**config.mk**
```make
export PLATFORM = sky130hd
export DESIGN_NAME = host_bus_data_tenure_port
export DESIGN_NICKNAME = d
export VERILOG_FILES = /design/src/shared/data_tenure_pkg.sv /design/src/shared/beat_if.sv /design/src/hdl/host_bus_data_tenure_port.sv /design/src/hdl/data_lane_path.sv
export SDC_FILE = /design/constraint.sdc
export NUM_CORES = 1
export LEC_CHECK = 0
export ABC_CLOCK_PERIOD_IN_PS = 5550
export BUFFER_PORTS_ARGS = -buffer_cell sky130_fd_sc_hd__buf_2
export CELL_PAD_IN_SITES_DETAIL_PLACEMENT = 1
export CELL_PAD_IN_SITES_GLOBAL_PLACEMENT = 1
export CORE_MARGIN = 4
export CORE_UTILIZATION = 36
export CTS_CLUSTER_SIZE = 10
export DETAILED_ROUTE_END_ITERATION = 16
export PLACE_DENSITY = 0.93
export SLEW_MARGIN = 10
export SYNTH_ARGS = -nofsm -noshare
export SYNTH_HDL_FRONTEND = slang
export SYNTH_SLANG_ARGS = --single-unit
```
**constraint.sdc**
```tcl
create_clock -name clk -period 5.55 [get_ports clk]
set_clock_uncertainty 0.05 [all_clocks]
set_input_delay 0.2775 -clock clk [delete_from_list [all_inputs] [get_ports clk]]
set_output_delay 0.2775 -clock clk [all_outputs]
set_load 0.03 [all_outputs]
```
**src/shared/data_tenure_pkg.sv**
```systemverilog
// Purpose: Constants and types shared by the host data tenure port.
// Assumes: One 200 MHz clock; bus pins active high inside the core.
// Notes:   Lane numbering runs from the top of the high half downward.
package data_tenure_pkg;

    // ==========================================================
    // Data bus shape
    // ==========================================================
    localparam int HALF_W  = 32;            // Width of one half
    localparam int BUS_W   = 2 * HALF_W;    // Full data bus width
    localparam int LANES   = BUS_W / 8;     // Byte lanes 0..7

    // ==========================================================
    // Timing
    // ==========================================================
    localparam int CLK_PERIOD_NS = 5;       // 200 MHz clock
    localparam int IDLE_LEAD_CLK = 1;       // Drive valid one clock after idle
    localparam int ERR_HOLD_CLK  = 1;       // Error ack stands one clock

    // ==========================================================
    // Data tenure kinds
    // ==========================================================
    typedef enum logic [2:0] {
        XFER_PROC_RD_PCI  = 3'h0,           // Processor reads from PCI: drive
        XFER_PCI_WR_MEM   = 3'h1,           // PCI master writes memory: drive
        XFER_L2_FLUSH     = 3'h2,           // Copy-back buffer flush: drive
        XFER_PROC_WR_PCI  = 3'h3,           // Processor writes to PCI: sample
        XFER_PCI_RD_MEM   = 3'h4,           // PCI master reads memory: sample
        XFER_SNOOP_CPBACK = 3'h5,           // L1/L2 copy-back on snoop: sample
        XFER_UNSUPPORTED  = 3'h6            // Direct-store or graphics access
    } xfer_kind_t;

    // ==========================================================
    // Port state machine
    // ==========================================================
    typedef enum logic [2:0] {
        ST_IDLE  = 3'h0,                    // No tenure
        ST_LEAD  = 3'h1,                    // Turnaround before drive
        ST_BEAT  = 3'h2,                    // Beats in progress
        ST_ERR   = 3'h3,                    // Error ack pulse
        ST_REL   = 3'h4                     // Release cycle after last ack
    } port_state_t;

    // Shared pin mode select
    typedef enum logic {
        SHARE_L2_CACHE = 1'b0,              // Pins serve lookaside cache
        SHARE_SECOND_CPU = 1'b1             // Pins serve second processor
    } share_mode_t;

endpackage

```
**src/shared/beat_if.sv**
```systemverilog
// Purpose: Beat handshake between the tenure sequencer and the data path.
// Assumes: Single clock domain.
// Notes:   Carries lane data both ways plus drive control.
`timescale 1ns/1ps
interface beat_if;
    logic [data_tenure_pkg::BUS_W-1:0] wr_data;   // Data to drive
    logic                              drive;     // Drive the pins
    logic                              capture;   // Latch pin data now
    logic [data_tenure_pkg::BUS_W-1:0] rd_data;   // Latched pin data

    modport seq  (output wr_data, output drive, output capture, input rd_data);
    modport path (input wr_data, input drive, input capture, output rd_data);
endinterface

```
**src/hdl/host_bus_data_tenure_port.sv**
```systemverilog
// Purpose: Data tenure side of the host bus port of a bridge.
// Assumes: All pins synchronous to clk; pins active high inside.
// Notes:   Address tenure logic lives elsewhere; it starts tenures here.
// Summary of operation
// - Drive data for PCI reads, memory writes, flushes
// - Drive valid one clock after bus idle
// - Release bus cycle after final beat ack
// - Sample data for writes, reads, snoop copy-backs
// - Write-through attribute marks write-through access
// - Cache-inhibit attribute marks non-cacheable access
// - Coherent attribute demands hardware coherency
// - Ack once data latched or valid
// - Ack on completion, negate after last beat
// - Error ack suppressed when enable clear
// - Error ack ends transaction without ack
// - Unsupported accesses raise bus error
// - Error ack next clock, one clock long
// - Three shared pins: cache or second processor
// - 64-bit bus, two halves, lanes from top
// - Cache RAM enable while RAMs drive bus
`timescale 1ns/1ps
module host_bus_data_tenure_port
(
    // Clock and reset
    input  wire logic                                clk,
    input  wire logic                                nrst,
    // Tenure request from the address side
    input  wire logic                                tenure_start,
    input  wire data_tenure_pkg::xfer_kind_t         tenure_kind,
    input  wire logic [3:0]                          tenure_beats,
    input  wire logic                                error_ack_enable,
    input  wire data_tenure_pkg::share_mode_t        share_mode,
    output logic                                     tenure_busy,
    // Beat data from or to the core
    input  wire logic [data_tenure_pkg::BUS_W-1:0]   beat_wdata,
    input  wire logic                                beat_ready,
    output logic [data_tenure_pkg::BUS_W-1:0]        beat_rdata,
    output logic                                     beat_rvalid,
    // Bus status pins
    input  wire logic                                data_bus_busy,
    input  wire logic                                data_bus_grant,
    input  wire logic                                address_retry,
    // Attribute pins, three signals each
    input  wire logic                                write_through_attr_in,
    input  wire logic                                cache_inhibit_attr_in,
    input  wire logic                                coherent_access_attr_in,
    input  wire logic                                attr_drive_req,
    input  wire logic                                attr_wt_req,
    input  wire logic                                attr_ci_req,
    input  wire logic                                attr_gbl_req,
    output logic                                     write_through_attr_out,
    output logic                                     cache_inhibit_attr_out,
    output logic                                     coherent_access_attr_out,
    output logic                                     attr_oe,
    output logic                                     access_write_through,
    output logic                                     access_no_cache,
    output logic                                     access_coherent,
    // Beat acknowledge, two-way
    input  wire logic                                beat_ack_in,
    output logic                                     beat_ack_out,
    output logic                                     beat_ack_oe,
    // Error acknowledge and cache RAM enable
    output logic                                     beat_error_ack,
    output logic                                     cache_ram_output_enable,
    // Shared pins
    input  wire logic                                cache_dirty_flag,
    input  wire logic                                tag_oe_req,
    input  wire logic                                dirty_in_or_request_two,
    output logic                                     dirty_out_or_grant_two,
    output logic                                     tag_oe_or_data_grant_two,
    input  wire logic                                second_cpu_grant,
    input  wire logic                                second_cpu_data_grant,
    output logic                                     second_cpu_request,
    output logic                                     cache_dirty_in,
    // Data bus pins
    input  wire logic [data_tenure_pkg::HALF_W-1:0]  data_high_half_in,
    input  wire logic [data_tenure_pkg::HALF_W-1:0]  data_low_half_in,
    output logic      [data_tenure_pkg::HALF_W-1:0]  data_high_half_out,
    output logic      [data_tenure_pkg::HALF_W-1:0]  data_low_half_out,
    output logic                                     data_oe
);
    // ==========================================================
    // Declarations
    // ==========================================================
    data_tenure_pkg::port_state_t state_q;      // Sequencer state
    data_tenure_pkg::xfer_kind_t  kind_q;       // Kind of this tenure
    logic [3:0]                   beats_q;      // Beats left
    logic                         out_dir;      // Device drives data
    logic                         l2_src;       // Cache RAMs source data
    logic                         ack_now;      // Ack this cycle
    logic                         last_beat;    // Ack ends tenure
    logic                         grant_ok;     // Qualified grant seen
    logic                         ack_q;        // Registered ack
    logic                         bus_data_ok;  // Data present this beat
    beat_if                       lane();       // Link to data path

    // ==========================================================
    // Direction decode
    // ==========================================================
    // Drive for these three kinds, sample for the rest
    assign out_dir = (kind_q == data_tenure_pkg::XFER_PROC_RD_PCI) ||
                     (kind_q == data_tenure_pkg::XFER_PCI_WR_MEM)  ||
                     (kind_q == data_tenure_pkg::XFER_L2_FLUSH);
    // Snoop copy-back out of L2 comes from the cache RAMs
    assign l2_src  = (kind_q == data_tenure_pkg::XFER_SNOOP_CPBACK);
    // Grant counts only with bus not busy and no retry
    assign grant_ok = data_bus_grant && !data_bus_busy && !address_retry;
    // Processor data valid one clock after qualified grant
    always_ff @(posedge clk or negedge nrst)
    begin
        if (!nrst)
            bus_data_ok <= 1'b0;
        else if (state_q != data_tenure_pkg::ST_BEAT)
            bus_data_ok <= 1'b0;
        else if (grant_ok || out_dir || l2_src)
            bus_data_ok <= 1'b1;
    end
    // Ack when core is ready and, when sampling, the data is on the pins
    assign ack_now   = (state_q == data_tenure_pkg::ST_BEAT) && beat_ready &&
                       (out_dir || bus_data_ok) && !ack_q;
    assign last_beat = (beats_q == 4'h1);

    // ==========================================================
    // Sequencer
    // ==========================================================
    // One tenure at a time; error path never issues an ack
    always_ff @(posedge clk or negedge nrst)
    begin
        if (!nrst)
        begin
            state_q <= data_tenure_pkg::ST_IDLE;
            kind_q  <= data_tenure_pkg::XFER_PROC_RD_PCI;
            beats_q <= 4'h0;
        end
        else
        begin
            case (state_q)
                data_tenure_pkg::ST_IDLE:
                begin
                    if (tenure_start)
                    begin
                        kind_q  <= tenure_kind;
                        beats_q <= (tenure_beats == 4'h0) ? 4'h1 : tenure_beats;
                        if (tenure_kind == data_tenure_pkg::XFER_UNSUPPORTED)
                            state_q <= error_ack_enable ? data_tenure_pkg::ST_ERR
                                                        : data_tenure_pkg::ST_IDLE;
                        else
                            state_q <= data_tenure_pkg::ST_LEAD;
                    end
                end
                data_tenure_pkg::ST_LEAD:
                begin
                    // Wait until the bus is idle, then one lead clock
                    if (!data_bus_busy)
                        state_q <= data_tenure_pkg::ST_BEAT;
                end
                data_tenure_pkg::ST_BEAT:
                begin
                    if (ack_now)
                    begin
                        beats_q <= beats_q - 4'h1;
                        if (last_beat)
                            state_q <= data_tenure_pkg::ST_REL;
                    end
                end
                data_tenure_pkg::ST_ERR:
                    state_q <= data_tenure_pkg::ST_IDLE;
                data_tenure_pkg::ST_REL:
                    state_q <= data_tenure_pkg::ST_IDLE;
                default:
                    state_q <= data_tenure_pkg::ST_IDLE;
            endcase
        end
    end

    assign tenure_busy = (state_q != data_tenure_pkg::ST_IDLE);

    // ==========================================================
    // Acknowledge outputs
    // ==========================================================
    // Ack is registered: it appears the clock after ack_now
    always_ff @(posedge clk or negedge nrst)
    begin
        if (!nrst)
            ack_q <= 1'b0;
        else
            ack_q <= ack_now;
    end
    assign beat_ack_out = ack_q;
    // Drive ack only while we own the tenure as slave
    assign beat_ack_oe  = (state_q == data_tenure_pkg::ST_BEAT) || ack_q;

    // Error ack: one clock after detection, one clock long, never with ack
    assign beat_error_ack = (state_q == data_tenure_pkg::ST_ERR) && error_ack_enable &&
                            !ack_q;

    // Cache RAMs drive only during a snoop copy-back beat
    assign cache_ram_output_enable = (state_q == data_tenure_pkg::ST_BEAT) && l2_src;

    // ==========================================================
    // Data path hookup
    // ==========================================================
    // Drive only during beats; releases the cycle after the last ack
    assign lane.drive   = (state_q == data_tenure_pkg::ST_BEAT) && out_dir;
    assign lane.wr_data = beat_wdata;
    assign lane.capture = ack_now && !out_dir;
    assign beat_rdata   = lane.rd_data;

    always_ff @(posedge clk or negedge nrst)
    begin
        if (!nrst)
            beat_rvalid <= 1'b0;
        else
            beat_rvalid <= lane.capture;
    end

    data_lane_path u_path
    (
        .clk                (clk),
        .nrst               (nrst),
        .bus                (lane.path),
        .data_high_half_in  (data_high_half_in),
        .data_low_half_in   (data_low_half_in),
        .data_high_half_out (data_high_half_out),
        .data_low_half_out  (data_low_half_out),
        .data_oe            (data_oe)
    );

    // ==========================================================
    // Transfer attributes
    // ==========================================================
    // Follow address timing: driven while the address side asks
    assign write_through_attr_out   = attr_wt_req;
    assign cache_inhibit_attr_out   = attr_ci_req;
    assign coherent_access_attr_out = attr_gbl_req;
    assign attr_oe                  = attr_drive_req;
    // Decoded meaning of the pin levels, ours or the master's
    assign access_write_through = attr_drive_req ? attr_wt_req
                                                 : write_through_attr_in;
    assign access_no_cache      = attr_drive_req ? attr_ci_req
                                                 : cache_inhibit_attr_in;
    assign access_coherent      = attr_drive_req ? attr_gbl_req
                                                 : coherent_access_attr_in;

    // ==========================================================
    // Shared pins
    // ==========================================================
    // Mode is static config; swapping it mid-tenure is not supported
    assign dirty_out_or_grant_two = (share_mode == data_tenure_pkg::SHARE_SECOND_CPU)
                                    ? second_cpu_grant : cache_dirty_flag;
    assign tag_oe_or_data_grant_two = (share_mode == data_tenure_pkg::SHARE_SECOND_CPU)
                                    ? second_cpu_data_grant : tag_oe_req;
    assign second_cpu_request = (share_mode == data_tenure_pkg::SHARE_SECOND_CPU) &&
                                dirty_in_or_request_two;
    assign cache_dirty_in     = (share_mode == data_tenure_pkg::SHARE_L2_CACHE) &&
                                dirty_in_or_request_two;
endmodule

```
**src/hdl/data_lane_path.sv**
```systemverilog
// Purpose: Registered data path for the 64-bit two-way data bus.
// Assumes: Pin input is synchronous to clk.
// Notes:   Output enable and output data both come from flip-flops.
`timescale 1ns/1ps
module data_lane_path
(
    // Clock and reset
    input  wire logic                              clk,
    input  wire logic                              nrst,
    // Sequencer side
    beat_if.path                                   bus,
    // Pin side, high half then low half
    input  wire logic [data_tenure_pkg::HALF_W-1:0] data_high_half_in,
    input  wire logic [data_tenure_pkg::HALF_W-1:0] data_low_half_in,
    output logic      [data_tenure_pkg::HALF_W-1:0] data_high_half_out,
    output logic      [data_tenure_pkg::HALF_W-1:0] data_low_half_out,
    output logic                                    data_oe
);
    // ==========================================================
    // Output drive
    // ==========================================================
    // Registered so the enable never glitches onto a shared bus
    always_ff @(posedge clk or negedge nrst)
    begin
        if (!nrst)
        begin
            data_high_half_out <= '0;
            data_low_half_out  <= '0;
            data_oe            <= 1'b0;
        end
        else
        begin
            data_oe <= bus.drive;
            // Lane 0 sits at the top of the high half
            data_high_half_out <= bus.wr_data[data_tenure_pkg::BUS_W-1:data_tenure_pkg::HALF_W];
            data_low_half_out  <= bus.wr_data[data_tenure_pkg::HALF_W-1:0];
        end
    end

    // ==========================================================
    // Input capture
    // ==========================================================
    always_ff @(posedge clk or negedge nrst)
    begin
        if (!nrst)
            bus.rd_data <= '0;
        else if (bus.capture)
            bus.rd_data <= {data_high_half_in, data_low_half_in};
    end
endmodule

```
======== Yosys cells after proc, flatten, opt, wreduce, memory -nomap -nowiden ========
Index checks and enable logic that the tools add are counted.
W data, S select, Z words.
storage, ports and cells
  bits in registers ....................... 142
  output and inout bits ................... 146
cells by class
  bitwise gates (word level) .............. 1
  eq/ne operators ......................... 13
  reduce and logical (&&, ||, !) cells .... 31
  muxes and demuxes ....................... 18
  add/subtract/negate cells ............... 1
operator list
  kind                   number
  $logic_and A1 B1 Y1    12
  $mux W3                4
  $mux W4                3
  $eq A3 B2 Y1 const B   3
  $pmux W3 S3            1
  $ne A2 B2 Y1 const B   4
  $pmux W4 S2            1
  $mux W1                7
  $eq A3 B1 Y1 const B   2
  $eq A3 B3 Y1 const B   2
  $logic_not A3 Y1       2
  $logic_or A1 B1 Y1     6
  $eq A4 B1 Y1 const B   1
  $logic_not A1 Y1       4
  $logic_not A4 Y1       1
  $mux W2                2
  $reduce_and A4 Y1      1
  $reduce_bool A2 Y1     2
  $sub A4 B1 Y4 const B  1
  $ne A3 B2 Y1 const B   1
  $reduce_and A3 Y1      1
  $reduce_bool A3 Y1     1
  $reduce_and A2 Y1      1
  $not A1 Y1             1

======== Logic depth before layout (Yosys ltp) ========
  depth in word-level cells ............... 8
  gate-level depth with buffers ........... 7
  gate-level depth less buffers ........... 5

======== By module ========
From an unflattened synthesis, not the netlist that was laid out.
unflattened totals
  cells, all modules ...................... 299
  area, all modules ....................... 5222.5 um^2
modules (own cells, without submodules)
  module                     instances  area an instance (um^2)  cells each
  data_lane_path             1          4305.4                   200
  host_bus_data_tenure_port  1          917.1                    99

======== Worst setup path before layout ========
OpenSTA, ideal clock, no wires.
  path type ............................... reg2reg
  start point ............................. register state_q[0]
  end point ............................... register u_path.bus.rd_data[10]
  clock period less this slack ............ 2.173 ns
  data arrival time ....................... 1.997 ns
  buffers on the path ..................... 3
  library setup time ...................... 0.125 ns
  setup slack ............................. 3.377 ns
  cell stages (with the launch flop) ...... 8
  path through ............................ dfrtp_1 -> or3b_1 -> buf_2 -> nor4_4 -> nand2_2 -> buf_6 -> buf_6 -> mux2_4
between the ends
  cells in the longest elaborated chain, start to end .. 5
ends and longest elaborated chain
  what                              RTL line                          source
  from (decl)                       host_bus_data_tenure_port.sv:85   data_tenure_pkg::port_state_t state_q;
  from (signal assigned)            host_bus_data_tenure_port.sv:131  state_q <= data_tenure_pkg::ST_IDLE;
  from (signal assigned)            host_bus_data_tenure_port.sv:145  state_q <= error_ack_enable ? data_tenure_pkg::ST_ERR
  from (signal assigned)            host_bus_data_tenure_port.sv:148  state_q <= data_tenure_pkg::ST_LEAD;
  $eq A3 B2 Y1                      host_bus_data_tenure_port.sv:119  assign ack_now = (state_q == data_tenure_pkg::ST_BEAT) && beat_ready &&
  $logic_and A1 B1 Y1 (2 in a row)  host_bus_data_tenure_port.sv:119
  $logic_and A1 B1 Y1               host_bus_data_tenure_port.sv:120  (out_dir || bus_data_ok) && !ack_q;
  net ack_now                       host_bus_data_tenure_port.sv:90   logic ack_now;
  $logic_and A1 B1 Y1               host_bus_data_tenure_port.sv:206  assign lane.capture = ack_now && !out_dir;
  to (signal assigned)              data_lane_path.sv:48              bus.rd_data <= {data_high_half_in, data_low_half_in};
  to (decl)                         beat_if.sv:12                     modport path (input wr_data, input drive, input capture, output rd_data);
The timed path passes the listed nets, and every way through them passes these cells.
A chain may end at the register's enable or synchronous reset.

======== Worst setup path in the final report ========
Ends and elaborated chain as after synthesis.

==> summary.txt <==
Run status
  • Status: complete, no violations

Clock tree
  • CTS tree: done
  • Clock Latency Late Sink: 0.41 ns
  • Bufs on Longest Clock Path: 2
  • Post CTS Setup Buffer Count: 0
  • Cts hold-fix bufs: 65
  • Post-CTS Resized: 0
  • # H-tree levels: 4
  • Clock-pin slew on the worst setup and hold paths: 0.06 ns
  • Clock sinks: 142
  • CTS Root Buffer Type: clkbuf_16
  • Total CTS buffers: 17

Placed design
  • DP Worst Slack: 2.68 ns
  • # port buffers: 301
  • Dpl hpwl: 12400 um
  • GPL Wtd Cong: 0.837

Final layout
  • Share of layout cells above drive strength 1: 59.6%
  • Nets: 825
  • Synth-to-Final Area Change: 57.9%
  • Commonest non-fill, non-tap cell in the layout: buf_2
  • Commonest non-fill, non-tap cells in the layout: buf_2, dfrtp_1, dlygate4sd3_1

Critical path
  • Crit path DAT: 3.12 ns
  • Crit path max-delay cell type: or3b_1
  • CP top delay family: simple AND/OR/NAND/NOR gates
  • Required time of the worst setup path: 5.79 ns
  • Worst setup EP type: flip-flop
  • CP Class: reg -> reg
  • Crit path cell chain: or3b_1 -> nor4_4 -> nand2_4 -> buf_4 -> mux2_4
  • Worst-path fanout max: 61
  • Max incr delay on CP: 0.58 ns
  • Buf+Inv Stages, Crit Path: 1
  • Setup crit start kind: flip-flop

Flow run
  • Max-Cap Viols: 0

Yosys
  • Mean Syn Cell Area: 17.3 sq um
  • Syn nets: 450
  • Synth async-reset ratio: 100%
  • Synthesis Warnings: 0
  • Post-synth top area cell: dfrtp_1
  • Part of the Yosys area used for sequential elements: 70.5%
  • Area contributors post-synth: dfrtp_1, mux2_4, mux2_2
  • EDFF count, synth: 0
  • Post-synthesis cell type count: 38
  • Cells after Synth: 291
  • Area fraction of the dominant cell type after synthesis: 70.5%
  • Ys flop type: dfrtp_1
  • Yosys reg bits: 142
  • Post-synthesis cell area: 0.00504 sq mm

GRT
  • Antenna violations before repair: 2
  • First-pass GRT wire length: 28900 um
  • Global route overflow: 0
  • GRT Overall Usage: 24.2%
  • Largest net degree at the start of global routing: 77
  • Vias in the first global route: 4841

Timing
  • Fin. Hold Viols: 0
  • Setup WS post-layout: 2.67 ns
  • Final setup viols: 0
  • Slew HR: 27.5%
  • Max-slew violation count: 0
  • Final Critical Period: 2.88 ns
  • Crit share post-route: 51.8%
  • Setup TNS: 0 ns
  • Min Hold Slack: 0.0501 ns
  • FMAX: 348 MHz
  • Actual slew at the worst max-slew pin: 1.09 ns
  • RSZ-0062 raised after global routing: no

Die
  • Core box area: 0.0135 sq mm
  • I/O pin count: 303
  • Die Ht: 126 um
  • Initial core utilization: 37.5%
  • DIE AREA: 0.0160 sq mm
  • Die width: 126 um
  • Row cnt: 42

Routing
  • Wire length per cell: 22.2 um
  • Drt total wl: 19100 um
  • DRC viols: 0
  • Via count: 3963
  • DR iter-0 viols: 210
  • Drt pass-1 iters: 4
  • Antenna-violating nets left: 0
  • Via density: 4.62

Pwr
  • Static leakage: 4.26 nW
  • VDD IR max: 241 uV
  • Power Total: 0.00435 W
  • Pwr/cell area: 546 mW/mm^2

Hold path
  • Hold crit path type: in -> reg
==> flip-flops by register name (all words and copies together) (netlist names) <==
register	flops
u_path.data_oe	1
u_path.data_low_half_out	32
bus_data_ok	1
kind_q	3
beats_q	4
u_path.data_high_half_out	32
state_q	3
u_path.bus.rd_data	64
beat_ack_out	1
beat_rvalid	1
==> power breakdown <==
group | switching, W | total (W) | internal [W]
clock | 0.000438 | 0.00120 | 0.000765
combinational | 0.000981 | 0.00162 | 0.000635
sequential | 0.000201 | 0.00153 | 0.00133
==> layer usage <==
layer  part of all wire [%]  GRT usage (%)  up-vias
met1                     33           24.4     1972
met2                     57           45.6      197
li1                       -              -     1757
met5                      0              0        -
met4                    2.7           9.34        0
met3                    7.3           8.03       37
==> per-stage QoR <==
stage               area (sq um)  cells  util, %
finish                      7960    857     59.2
global route                7960    857     59.2
CTS                         7960    855     59.2
detailed placement          6690    758     49.7
global placement            6690    758     49.7
floorplan                   5040    291        -
==> cells in the mapped netlist, types with 2 or more instances <==
cell and n:
inv_1 4, o32ai_1 2, nor4_1 2, nand2_1 13
nor2b_1 2, buf_4 4, dfrtp_1 142, nand2b_1 3
and3_1 2, nor2_1 8, buf_6 6, nor3_1 6
ha_1 2, mux2_2 20, mux2_4 49, a211oi_1 3
buf_2 2
==> area by class of cell <==
| cell class | count | area, sq um |
|---|---|---|
| antenna | 2 | 5.00 |
| clock buffer | 22 | 454 |
| clock inverter | 10 | 161 |
| fill | 1401 | 5490 |
| inverter | 4 | 15.0 |
| multi-input combinational | 132 | 1370 |
| sequential | 142 | 3550 |
| tap | 176 | 220 |
| timing repair buffer | 369 | 2190 |
==> worst paths after layout <==
path / end / cells past startpoint / slack (ns) / from
max in group asynchronous: u_path.bus.rd_data[28]$_DFFE_PN0P_ / 3 / 3.62 / nrst
hold reg to reg: u_path.bus.rd_data[3]$_DFFE_PN0P_ / 1 / 0.46 / u_path.bus.rd_data[3]$_DFFE_PN0P_
hold / removal: u_path.bus.rd_data[3]$_DFFE_PN0P_ / 2 / 0.05 / data_low_half_in[3]
min in group asynchronous: u_path.bus.rd_data[34]$_DFFE_PN0P_ / 2 / 0.37 / nrst
setup reg to reg: u_path.bus.rd_data[10]$_DFFE_PN0P_ / 5 / 2.67 / state_q[0]$_DFFE_PN0P_
setup / recovery: u_path.bus.rd_data[10]$_DFFE_PN0P_ / 5 / 2.67 / state_q[0]$_DFFE_PN0P_
==> cells by family (layout without fill, tap and decap cells) <==
group | after synthesis | after routing | share of synthesized area (%)
and+or+nand+nor | 45 | 45 | 4.89
adders and majority gates | 2 | 2 | 0.496
AOI/OAI and AO/OA | 15 | 15 | 2.38
DFF | 142 | 142 | 70.5
buffers and inverters | 17 | 405 | 2.51
other | 0 | 2 | 0
muxes | 70 | 70 | 19.3
Note: power is estimated with default switching activity, not from simulation.
